File: config.mk
export PLATFORM = sky130hd
export DESIGN_NAME = shared_port_pins
export DESIGN_NICKNAME = d
export VERILOG_FILES = /design/src/shared_port_pins.v
export VERILOG_INCLUDE_DIRS = /design/src /design/src/src
export SDC_FILE = /design/constraint.sdc
export NUM_CORES = 1
export LEC_CHECK = 0
export BUFFER_PORTS_ARGS = -buffer_cell sky130_fd_sc_hd__buf_2
export CORE_ASPECT_RATIO = 0.8
export CORE_MARGIN = 10
export CORE_UTILIZATION = 40
export DETAILED_ROUTE_END_ITERATION = 8
export PLACE_DENSITY = 0.74
export SYNTH_ARGS = -nofsm -noshare
export SYNTH_HDL_FRONTEND = slang
export SYNTH_SLANG_ARGS = --single-unit
File: constraint.sdc
create_clock -name clk -period 13.01 [get_ports clk]
set_input_delay 1.9515 -clock clk [delete_from_list [all_inputs] [get_ports clk]]
set_output_delay 1.9515 -clock clk [all_outputs]
set_load 0.02 [all_outputs]
File: src/shared_port_pins_regs.vh
`ifndef SHARED_PORT_PINS_REGS_VH
`define SHARED_PORT_PINS_REGS_VH
`define CAN_RX_BIT 0
`define CAN_TX_BIT 1
`define CAN_RECESSIVE 1'h1
`define TW_SCL_BIT 7
`define TW_SDA_BIT 6
`define TW_ALWAYS_PU_MASK 8'h3f
`define SER_LOW_MASK 8'h0f
`define SER_HIGH_MASK 8'hf0
`define PORT_BYTE_RESET 8'h00
`define PWM_CHANNELS 4
`define PWM_RESET 4'h0
`define CTRL_BIT_RESET 1'h0
`define TW_LINE_IDLE 1'h1
`define TW_LSB_ONE 8'h01
`endif

File: src/shared_port_pins.v
`timescale 1ns/1ps
`default_nettype none
`include "shared_port_pins_regs.vh"
module shared_port_pins #(
  parameter WIDTH = 8,
  parameter PWM_CH = `PWM_CHANNELS
) (
  input wire clk,
  input wire reset,
  input wire clkEnable,
  // CAN controllers side (tx from same-clock logic)
  input wire [2:0] canTxFromCtrl,
  output reg [2:0] canRxToCtrl,
  input wire [2:0] canRxPinIn,
  output reg [2:0] canTxPinOut,
  // two-wire bus port
  input wire twEnable,
  input wire twSclDriveLow,
  input wire twSdaDriveLow,
  output reg twSclIn,
  output reg twSdaIn,
  input wire [WIDTH-1:0] twDirWrData,
  input wire twDirWrite,
  input wire twPullDriveWrite,
  input wire twPullupWrData,
  input wire twReducedWrData,
  input wire [WIDTH-1:0] twDataOut,
  output reg [WIDTH-1:0] twDataIn,
  output reg [WIDTH-1:0] twportDirection,
  output reg twPullupEnable,
  output reg twReducedDrive,
  input wire [WIDTH-1:0] twPinIn,
  output reg [WIDTH-1:0] twPinOut,
  output reg [WIDTH-1:0] twPinOe,
  output reg [WIDTH-1:0] twPinPullup,
  // analog ports
  input wire convAPowerUp,
  input wire convBPowerUp,
  input wire [WIDTH-1:0] analogAPinIn,
  input wire [WIDTH-1:0] analogBPinIn,
  output reg [WIDTH-1:0] analogADataIn,
  output reg [WIDTH-1:0] analogBDataIn,
  // pwm port
  input wire [PWM_CH-1:0] pwmChannelEnable,
  input wire [PWM_CH-1:0] pwmChannelOut,
  input wire [PWM_CH-1:0] pwmDirWrData,
  input wire pwmDirWrite,
  input wire pwmCtrlWrite,
  input wire pwmPullupWrData,
  input wire pwmReducedWrData,
  input wire [PWM_CH-1:0] pwmDataOut,
  output reg [PWM_CH-1:0] pwmDataIn,
  output reg [PWM_CH-1:0] pwmportDirection,
  output reg pwmPullupEnable,
  output reg pwmReducedDrive,
  input wire [PWM_CH-1:0] pwmPinIn,
  output reg [PWM_CH-1:0] pwmPinOut,
  output reg [PWM_CH-1:0] pwmPinOe,
  output reg [PWM_CH-1:0] pwmPinPullup,
  // serial port
  input wire [WIDTH-1:0] serFuncEnable,
  input wire [WIDTH-1:0] serFuncOut,
  input wire [WIDTH-1:0] serFuncOe,
  output reg [WIDTH-1:0] serFuncIn,
  input wire serialLowWireOr,
  input wire spiWireOr,
  input wire serialReducedDrive,
  input wire serialPullupEnable,
  input wire [WIDTH-1:0] serDir,
  input wire [WIDTH-1:0] serDataOut,
  output reg [WIDTH-1:0] serDataIn,
  input wire [WIDTH-1:0] serPinIn,
  output reg [WIDTH-1:0] serPinOut,
  output reg [WIDTH-1:0] serPinOe,
  output reg [WIDTH-1:0] serPinHighSideOff,
  output reg [WIDTH-1:0] serPinPullup,
  output reg serPinReduced,
  // timer port
  input wire timerFunctionEnable,
  input wire pulseAccumEnable,
  input wire [WIDTH-1:0] timerFuncOut,
  input wire [WIDTH-1:0] timerFuncOe,
  output reg [WIDTH-1:0] timerFuncIn,
  input wire [WIDTH-1:0] timerDirWrData,
  input wire timerDirWrite,
  input wire timerMaskWrite,
  input wire timerPullupWrData,
  input wire timerReducedWrData,
  input wire [WIDTH-1:0] timerDataOut,
  output reg [WIDTH-1:0] timerDataIn,
  output reg [WIDTH-1:0] timerportDirection,
  output reg timerPullupEnable,
  output reg timerReducedDrive,
  input wire [WIDTH-1:0] timerPinIn,
  output reg [WIDTH-1:0] timerPinOut,
  output reg [WIDTH-1:0] timerPinOe,
  output reg [WIDTH-1:0] timerPinPullup
);
  // two-stage synchronisers for all pin inputs
  reg [2:0] canRxMeta;
  reg [WIDTH-1:0] twMeta;
  reg [WIDTH-1:0] twSync;
  reg [WIDTH-1:0] anAMeta;
  reg [WIDTH-1:0] anASync;
  reg [WIDTH-1:0] anBMeta;
  reg [WIDTH-1:0] anBSync;
  reg [WIDTH-1:0] serMeta;
  reg [WIDTH-1:0] serSync;
  reg [WIDTH-1:0] tmMeta;
  reg [WIDTH-1:0] tmSync;
  reg [PWM_CH-1:0] pwmMeta;
  reg [PWM_CH-1:0] pwmSync;
  wire timerOwned;
  wire [WIDTH-1:0] twPeriphMask;
  reg [WIDTH-1:0] next_twPinOut;
  reg [WIDTH-1:0] next_twPinOe;
  wire [WIDTH-1:0] next_serPinOut;
  wire [WIDTH-1:0] next_serPinOe;
  wire [WIDTH-1:0] next_serPinPullup;
  wire [WIDTH-1:0] next_timerPinOut;
  wire [WIDTH-1:0] next_timerPinOe;
  wire [PWM_CH-1:0] next_pwmPinOut;
  wire [PWM_CH-1:0] next_pwmPinOe;

  always @(posedge clk or posedge reset) begin
    if (reset) begin
      canRxMeta <= {3{`CAN_RECESSIVE}};
      canRxToCtrl <= {3{`CAN_RECESSIVE}};
      twMeta <= `PORT_BYTE_RESET;
      twSync <= `PORT_BYTE_RESET;
      anAMeta <= `PORT_BYTE_RESET;
      anASync <= `PORT_BYTE_RESET;
      anBMeta <= `PORT_BYTE_RESET;
      anBSync <= `PORT_BYTE_RESET;
      serMeta <= `PORT_BYTE_RESET;
      serSync <= `PORT_BYTE_RESET;
      tmMeta <= `PORT_BYTE_RESET;
      tmSync <= `PORT_BYTE_RESET;
      pwmMeta <= `PWM_RESET;
      pwmSync <= `PWM_RESET;
    end else if (clkEnable) begin
      canRxMeta <= canRxPinIn;
      canRxToCtrl <= canRxMeta;
      twMeta <= twPinIn;
      twSync <= twMeta;
      anAMeta <= analogAPinIn;
      anASync <= anAMeta;
      anBMeta <= analogBPinIn;
      anBSync <= anBMeta;
      serMeta <= serPinIn;
      serSync <= serMeta;
      tmMeta <= timerPinIn;
      tmSync <= tmMeta;
      pwmMeta <= pwmPinIn;
      pwmSync <= pwmMeta;
    end
  end

  // control registers
  always @(posedge clk or posedge reset) begin
    if (reset) begin
      twportDirection <= `PORT_BYTE_RESET;
      twPullupEnable <= `CTRL_BIT_RESET;
      twReducedDrive <= `CTRL_BIT_RESET;
      pwmportDirection <= `PWM_RESET;
      pwmPullupEnable <= `CTRL_BIT_RESET;
      pwmReducedDrive <= `CTRL_BIT_RESET;
      timerportDirection <= `PORT_BYTE_RESET;
      timerPullupEnable <= `CTRL_BIT_RESET;
      timerReducedDrive <= `CTRL_BIT_RESET;
    end else if (clkEnable) begin
      if (twDirWrite)
        twportDirection <= twDirWrData;
      if (pwmDirWrite)
        pwmportDirection <= pwmDirWrData;
      if (timerDirWrite)
        timerportDirection <= timerDirWrData;

      if (twPullDriveWrite) begin
        twPullupEnable <= twPullupWrData;
        twReducedDrive <= twReducedWrData;
      end
      if (pwmCtrlWrite) begin
        pwmPullupEnable <= pwmPullupWrData;
        pwmReducedDrive <= pwmReducedWrData;
      end

      if (timerMaskWrite) begin
        timerPullupEnable <= timerPullupWrData;
        timerReducedDrive <= timerReducedWrData;
      end
    end
  end

  assign timerOwned = timerFunctionEnable | pulseAccumEnable;
  // bus owns bits 7 and 6
  assign twPeriphMask = twEnable ?
    ((`TW_LSB_ONE << `TW_SCL_BIT) | (`TW_LSB_ONE << `TW_SDA_BIT)) : `PORT_BYTE_RESET;

  genvar p;
  generate
    for (p = 0; p < PWM_CH; p = p + 1) begin : g_pwmPin
      assign next_pwmPinOut[p] = pwmChannelEnable[p] ? pwmChannelOut[p] : pwmDataOut[p];
      assign next_pwmPinOe[p] = pwmChannelEnable[p] | pwmportDirection[p];
    end
  endgenerate

  genvar s;
  generate
    for (s = 0; s < WIDTH; s = s + 1) begin : g_serPin
      assign next_serPinOut[s] = serFuncEnable[s] ? serFuncOut[s] : serDataOut[s];
      assign next_serPinOe[s] = serFuncEnable[s] ? serFuncOe[s] : serDir[s];
      assign next_serPinPullup[s] = ~serFuncEnable[s] & ~serDir[s] & serialPullupEnable;
    end
  endgenerate

  genvar t;
  generate
    for (t = 0; t < WIDTH; t = t + 1) begin : g_timerPin
      assign next_timerPinOut[t] = timerOwned ? timerFuncOut[t] : timerDataOut[t];
      assign next_timerPinOe[t] = timerOwned ? timerFuncOe[t] : timerportDirection[t];
    end
  endgenerate

  always @* begin
    next_twPinOut = `PORT_BYTE_RESET;
    next_twPinOe = (twportDirection & ~twDataOut & ~twPeriphMask);
    next_twPinOe[`TW_SCL_BIT] = twEnable ? twSclDriveLow :
      (twportDirection[`TW_SCL_BIT] & ~twDataOut[`TW_SCL_BIT]);
    next_twPinOe[`TW_SDA_BIT] = twEnable ? twSdaDriveLow :
      (twportDirection[`TW_SDA_BIT] & ~twDataOut[`TW_SDA_BIT]);
  end

  always @(posedge clk or posedge reset) begin
    if (reset) begin
      canTxPinOut <= {3{`CAN_RECESSIVE}};
      twPinOut <= `PORT_BYTE_RESET;
      twPinOe <= `PORT_BYTE_RESET;
      twPinPullup <= `TW_ALWAYS_PU_MASK;
      twSclIn <= `TW_LINE_IDLE;
      twSdaIn <= `TW_LINE_IDLE;
      twDataIn <= `PORT_BYTE_RESET;
      analogADataIn <= `PORT_BYTE_RESET;
      analogBDataIn <= `PORT_BYTE_RESET;
      pwmPinOut <= `PWM_RESET;
      pwmPinOe <= `PWM_RESET;
      pwmPinPullup <= `PWM_RESET;
      pwmDataIn <= `PWM_RESET;
      serPinOut <= `PORT_BYTE_RESET;
      serPinOe <= `PORT_BYTE_RESET;
      serPinHighSideOff <= `PORT_BYTE_RESET;
      serPinPullup <= `PORT_BYTE_RESET;
      serPinReduced <= `CTRL_BIT_RESET;
      serFuncIn <= `PORT_BYTE_RESET;
      serDataIn <= `PORT_BYTE_RESET;
      timerPinOut <= `PORT_BYTE_RESET;
      timerPinOe <= `PORT_BYTE_RESET;
      timerPinPullup <= `PORT_BYTE_RESET;
      timerFuncIn <= `PORT_BYTE_RESET;
      timerDataIn <= `PORT_BYTE_RESET;
    end else if (clkEnable) begin
      // tx level passed straight, 0 dominant
      canTxPinOut <= canTxFromCtrl;
      twPinOut <= next_twPinOut;
      twPinOe <= next_twPinOe;
      twPinPullup <= (~next_twPinOe & {WIDTH{twPullupEnable}}) |
        `TW_ALWAYS_PU_MASK;
      twSclIn <= twSync[`TW_SCL_BIT];
      twSdaIn <= twSync[`TW_SDA_BIT];
      twDataIn <= twSync;

      analogADataIn <= convAPowerUp ? `PORT_BYTE_RESET : anASync;
      analogBDataIn <= convBPowerUp ? `PORT_BYTE_RESET : anBSync;

      pwmPinOut <= next_pwmPinOut;
      pwmPinOe <= next_pwmPinOe;
      pwmPinPullup <= ~next_pwmPinOe & {PWM_CH{pwmPullupEnable}};
      pwmDataIn <= pwmSync;

      serPinOut <= next_serPinOut;
      serPinOe <= next_serPinOe;
      serPinHighSideOff <= ({WIDTH{serialLowWireOr}} & `SER_LOW_MASK) |
        ({WIDTH{spiWireOr}} & `SER_HIGH_MASK);
      serPinPullup <= next_serPinPullup;
      serPinReduced <= serialReducedDrive;
      serFuncIn <= serSync;
      serDataIn <= serSync;

      timerPinOut <= next_timerPinOut;
      timerPinOe <= next_timerPinOe;
      timerPinPullup <= ~next_timerPinOe & {WIDTH{timerPullupEnable}};
      timerFuncIn <= tmSync;
      timerDataIn <= tmSync;
    end
  end

  // analog ports have no output controls
endmodule // shared_port_pins
`default_nettype wire

==> results of run 1 <==
[layer usage]
metal  GRT usage (%)  wire [um]  up-vias
met4            4.29        615        0
met1            21.1      11800     3316
met2            24.6      12800      221
met5               0          0        -
li1                -          -     3104
met3            3.85       1960       40
[worst max-delay path: stages]
cell,delay (ns)
buf_8,0.62
buf_4,0.92
nand2_1,0.41
o32ai_1,0.35
[how the worst min path moves through the flow]
| stage | from | end |
|---|---|---|
| 2_1_floorplan | anASync[5] | analogADataIn[5] |
| 5_1_grt | twSclIn | twSclIn |
| 3_5_place_dp | twSclIn | twSclIn |
| 4_1_cts | twSclIn | twSclIn |
| 6_report | twSclIn | twSclIn |
| 3_3_place_gp | twSdaIn | twSdaIn |
[cell type report]
type	count	area, um^2
antenna	1	2.50
clock buffer	41	778
clock inverter	6	55.1
fill	2183	12500
inverter	27	109
multi-input combinational	381	3650
sequential	242	6070
tap	324	405
timing repair buffer	356	1800
[cell families (layout without fill, tap and decap cells)]
family                 after synthesis  in the layout  share of synthesized area (%)
muxes                              172            172                           22.8
buffers and inverters              100            430                           6.40
other                                2             15                         0.0726
DFF                                242            242                           58.7
AOI/OAI and AO/OA                  106            106                           7.37
and+or+nand+nor                     89             89                           4.60
[through the flow]
stage	cells	cell area (um^2)	hold slack, ns
2_1_floorplan	723	10400	0.459
3_3_place_gp	1330	12000	0.454
3_5_place_dp	1330	12000	0.461
4_1_cts	1377	12900	0.469
5_1_grt	1377	12900	0.479
6_report	1378	12900	0.464
[power breakdown]
part	internal (uW)	switching, uW
logic	184	225
clock network	428	290
registers	854	65.0
[placed cells by master (no fill, tap or decap), types with 6 or more instances in the layout]
cell,instances
inv_1,25
mux2_2,32
mux2_4,120
o21a_1,8
o32ai_1,21
clkbuf_16,27
nor3b_1,10
o21ai_0,12
a22o_1,14
conb_1,14
a31oi_1,8
nor2_1,36
or3b_1,6
a21oi_1,24
dfrtp_1,231
o31a_1,10
nand2_1,16
buf_2,351
o2bb2ai_1,8
dfstp_2,11
mux2i_1,20
clkbuf_1,9
or2_2,10
==> flow_metrics.env, run 1 <==
export IMPL_finalCoreUtilization_pct=50.7
export IMPL_initial_core_util_pct=40.7
export IMPL_slew_violations=0
export IMPL_drc=0
export IMPL_first_pass_iters=6
export IMPL_postCtsHoldBufs=0
export IMPL_num_rows=52
export IMPL_wl_mm=27.2
export IMPL_timing_rr_end="timerPinPullup[3]"
export IMPL_synth_cells=711
export IMPL_ys_async_sr_fraction_pct=100
export IMPL_grt_ovfl_total=0
export IMPL_gp_congestion=0.906
export IMPL_die_height_um=164
export IMPL_period_needed_ns=4.02
export IMPL_hold_viol_final=0
export IMPL_fmax_mhz=249
export IMPL_synthesis_area_um2=10300
export IMPL_synth_area_top_cells="dfrtp_1 56%, mux2_4 17%, mux2_2 3.5%"
export IMPL_grt_pass1_vias=7043
export IMPL_grt_max_degree=119
export IMPL_antenna_left=0
export IMPL_core_region_area_um2=25400
export IMPL_drive_gt1_share_pct=54.6
export IMPL_post_dp_hpwl_mm=19.8
export IMPL_ctsLongestPathBuffers=3
export IMPL_ys_ff_latch=242
export IMPL_fin_skew_ns=0.0110
export IMPL_pin_count=367
export IMPL_grt_setup_unrepaired="false"
export IMPL_drt_iter0_drc=460
export IMPL_end_kind="flop"
export IMPL_min_delay_path_depth=2
export IMPL_cts_buffers=26
export IMPL_netlist_area_leader_share_pct=55.9
export IMPL_antenna_found_initial=0
export IMPL_critPathRequiredTime_ns=13.42
export IMPL_synthToLayoutAreaGrowth_pct=24.5
export IMPL_ys_seq_area_share_pct=58.7
export IMPL_total_power_uw=2050
export IMPL_worstPathMaxFanout=118
export IMPL_clk_latency_ns=0.52
export IMPL_setup_viol=0
export IMPL_via_per_inst=4.85
export IMPL_finalSetupTns_ns=0
export IMPL_ys_top_cells_by_count="231 x dfrtp_1, 120 x mux2_4, 40 x buf_4"
export IMPL_cts_root_buf="clkbuf_16"
export IMPL_dieArea_um2=32700
export IMPL_synth_main_ff_cell="dfrtp_1"
export IMPL_r2r_slack_ns=11.96
export IMPL_final_nets=1214
export IMPL_synth_top_area_cell="dfrtp_1"
export IMPL_cts_resized=0
export IMPL_wire_per_inst_um=19.8
export IMPL_hp_class="reg -> reg"
export IMPL_tightest_slew_ns=1.07
export IMPL_fin_ws_ns=8.99
export IMPL_yosys_warnings=0
export IMPL_numPortBuffers=352
export IMPL_timing_rr_start="timerPullupEnable"
export IMPL_cp_arrival_ns=4.43
export IMPL_p_leak_uw=0.00647
export IMPL_die_w_um=200
export IMPL_syn_area_per_cell_um2=14.5
export IMPL_drv_cap=0
export IMPL_clk_pin_slew_ns=0.06
export IMPL_endpoint="serPinPullup[1]"
export IMPL_dp_slack_ns=8.53
export IMPL_yosysMostFrequentCell="dfrtp_1"
export IMPL_worstSetupStartpoint="clkEnable"
export IMPL_grt_usage_pct=15.6
export IMPL_status="completed"
export IMPL_irDropWorstVdd_mv=0.108
export IMPL_fin_crit_sh_pct=30.9
export IMPL_relSlewSlack_pct=28.8
export IMPL_yosysUniqueCellTypes=33
export IMPL_cts_htree_levels=1
export IMPL_vias=6681
export IMPL_crit_path_start_kind="input port"
export IMPL_power_density_nw_per_um2=159
export IMPL_synth_enable_flop_cells=0
export IMPL_grt_pass1_wl_mm=40.9
export IMPL_cts_tree="yes"
export IMPL_cts_sink_count=242
export IMPL_reg2regPathDepth=2
export IMPL_cts_setup_buffers=0
export IMPL_criticalPathCategory="in -> reg"
No activity file was read; power rests on OpenSTA's default activity.
==> run 2, diff against run 1 <==
==> constraint.sdc (replaced) <==
create_clock -name clk -period 4.2 [get_ports clk]
set_input_delay 0.63 -clock clk [delete_from_list [all_inputs] [get_ports clk]]
set_output_delay 0.63 -clock clk [all_outputs]
set_load 0.02 [all_outputs]
==> flow_metrics.env, run 2 (synthesis gave the netlist of run 1 again) <==
export IMPL_critPathRequiredTime_ns=4.60
export IMPL_fmax_mhz=540
export IMPL_r2r_slack_ns=3.18
export IMPL_num_rows=52
export IMPL_end_kind="flop"
export IMPL_postCtsHoldBufs=0
export IMPL_worstPathMaxFanout=84
export IMPL_drive_gt1_share_pct=55.0
export IMPL_period_needed_ns=1.85
export IMPL_relSlewSlack_pct=48.4
export IMPL_wl_mm=26.8
export IMPL_cts_tree="yes"
export IMPL_antenna_found_initial=1
export IMPL_via_per_inst=4.87
export IMPL_cts_sink_count=242
export IMPL_critPathMaxStageDelay_ns=0.55
export IMPL_wire_per_inst_um=19.5
export IMPL_core_region_area_um2=25400
export IMPL_hp_class="in -> async"
export IMPL_drc=0
export IMPL_pin_count=367
export IMPL_fin_crit_sh_pct=44.1
export IMPL_irDropWorstVdd_mv=0.335
export IMPL_clk_pin_slew_ns=0.06
export IMPL_slew_violations=0
export IMPL_criticalPathCategory="in -> reg"
export IMPL_clk_latency_ns=0.52
export IMPL_finalSetupTns_ns=0
export IMPL_dieArea_um2=32700
export IMPL_cts_htree_levels=1
export IMPL_grt_pass1_vias=7104
export IMPL_gp_congestion=0.863
export IMPL_power_density_nw_per_um2=496
export IMPL_die_height_um=164
export IMPL_antenna_left=0
export IMPL_final_common_cell="buf_2"
export IMPL_cts_resized=0
export IMPL_grt_max_degree=126
export IMPL_fin_skew_ns=0.0156
export IMPL_cp_arrival_ns=2.25
export IMPL_first_pass_iters=4
export IMPL_p_leak_uw=0.00650
export IMPL_path_buf_inv=2
export IMPL_crit_family="buffers and inverters"
export IMPL_cts_root_buf="clkbuf_16"
export IMPL_crit_path_start_kind="input port"
export IMPL_synthToLayoutAreaGrowth_pct=25.3
export IMPL_hold_viol_final=0
export IMPL_timing_rr_end="timerPinPullup[2]"
export IMPL_drt_iter0_drc=354
export IMPL_reg2regPathDepth=2
export IMPL_setup_viol=0
export IMPL_timing_rr_start="timerPullupEnable"
export IMPL_cts_setup_buffers=0
export IMPL_grt_setup_unrepaired="false"
export IMPL_cts_buffers=25
export IMPL_vias=6706
export IMPL_initial_core_util_pct=40.7
export IMPL_crit_slowest_cell="buf_8"
export IMPL_post_dp_hpwl_mm=19.8
export IMPL_final_nets=1214
export IMPL_grt_usage_pct=15.3
export IMPL_final_cell_mix="351 x buf_2, 231 x dfrtp_1, 120 x mux2_4"
export IMPL_worstSetupStartpoint="clkEnable"
export IMPL_numPortBuffers=352
export IMPL_finalCoreUtilization_pct=51.1
export IMPL_status="completed"
export IMPL_tightest_slew_ns=0.775
export IMPL_drv_cap=0
export IMPL_hold_ws_ns=0.304
export IMPL_grt_pass1_wl_mm=40.7
export IMPL_ctsLongestPathBuffers=3
export IMPL_grt_ovfl_total=0
export IMPL_worstPathCellList="buf_8 > buf_12 > nand2_1 > o32ai_1"
export IMPL_die_w_um=200
==> run 2: layer usage <==
metal  part of all wire (%)  wire length [um]  GRT usage [%]
met5                      0                 0              0
met4                    2.4               640           4.05
met3                    8.1              2170           4.56
met2                     47             12500           23.8
met1                     43             11500           20.4
==> run 2: tightest hold or removal path: cells and delay by family <==
| family | cells | cell delay (ns) |
|---|---|---|
| buffers and inverters | 3 | 0.66 |
==> run 2: per-stage QoR <==
stage	setup WS, ns	total power [uW]	area [um^2]	instances
2_1_floorplan	0.403	3740	10400	723
3_3_place_gp	1.92	4130	12100	1331
3_5_place_dp	1.83	4160	12100	1331
4_1_cts	2.33	6500	13000	1375
5_1_grt	2.23	6700	13000	1375
6_report	2.35	6420	13000	1376
==> run 2: final cells by class <==
cell class / instances / area (um^2)
Inverter: 27 / 105
Tap cell: 324 / 405
Clock inverter: 7 / 110
Multi-Input combinational cell: 381 / 3650
Timing Repair Buffer: 357 / 1860
Fill cell: 2179 / 12400
Antenna cell: 1 / 2.50
Clock buffer: 37 / 751
Sequential cell: 242 / 6070
==> run 2: report_power, final <==
part	internal (uW)	total (uW)	switching, uW
logic	573	1270	695
clock network	1410	2310	894
registers	2640	2850	201
total	4630	6420	1790
==> run 2: how the worst max path moves through the flow <==
stage | slack, ns | to | cells past startpoint
finish | 2.35 | serPinPullup[3] | 4
global route | 2.23 | serPinPullup[4] | 4
CTS | 2.33 | canTxPinOut[2] | 1
detailed placement | 1.83 | serPinPullup[3] | 4
global placement | 1.92 | serPinPullup[2] | 4
floorplan | 0.40 | anAMeta[0] | 1
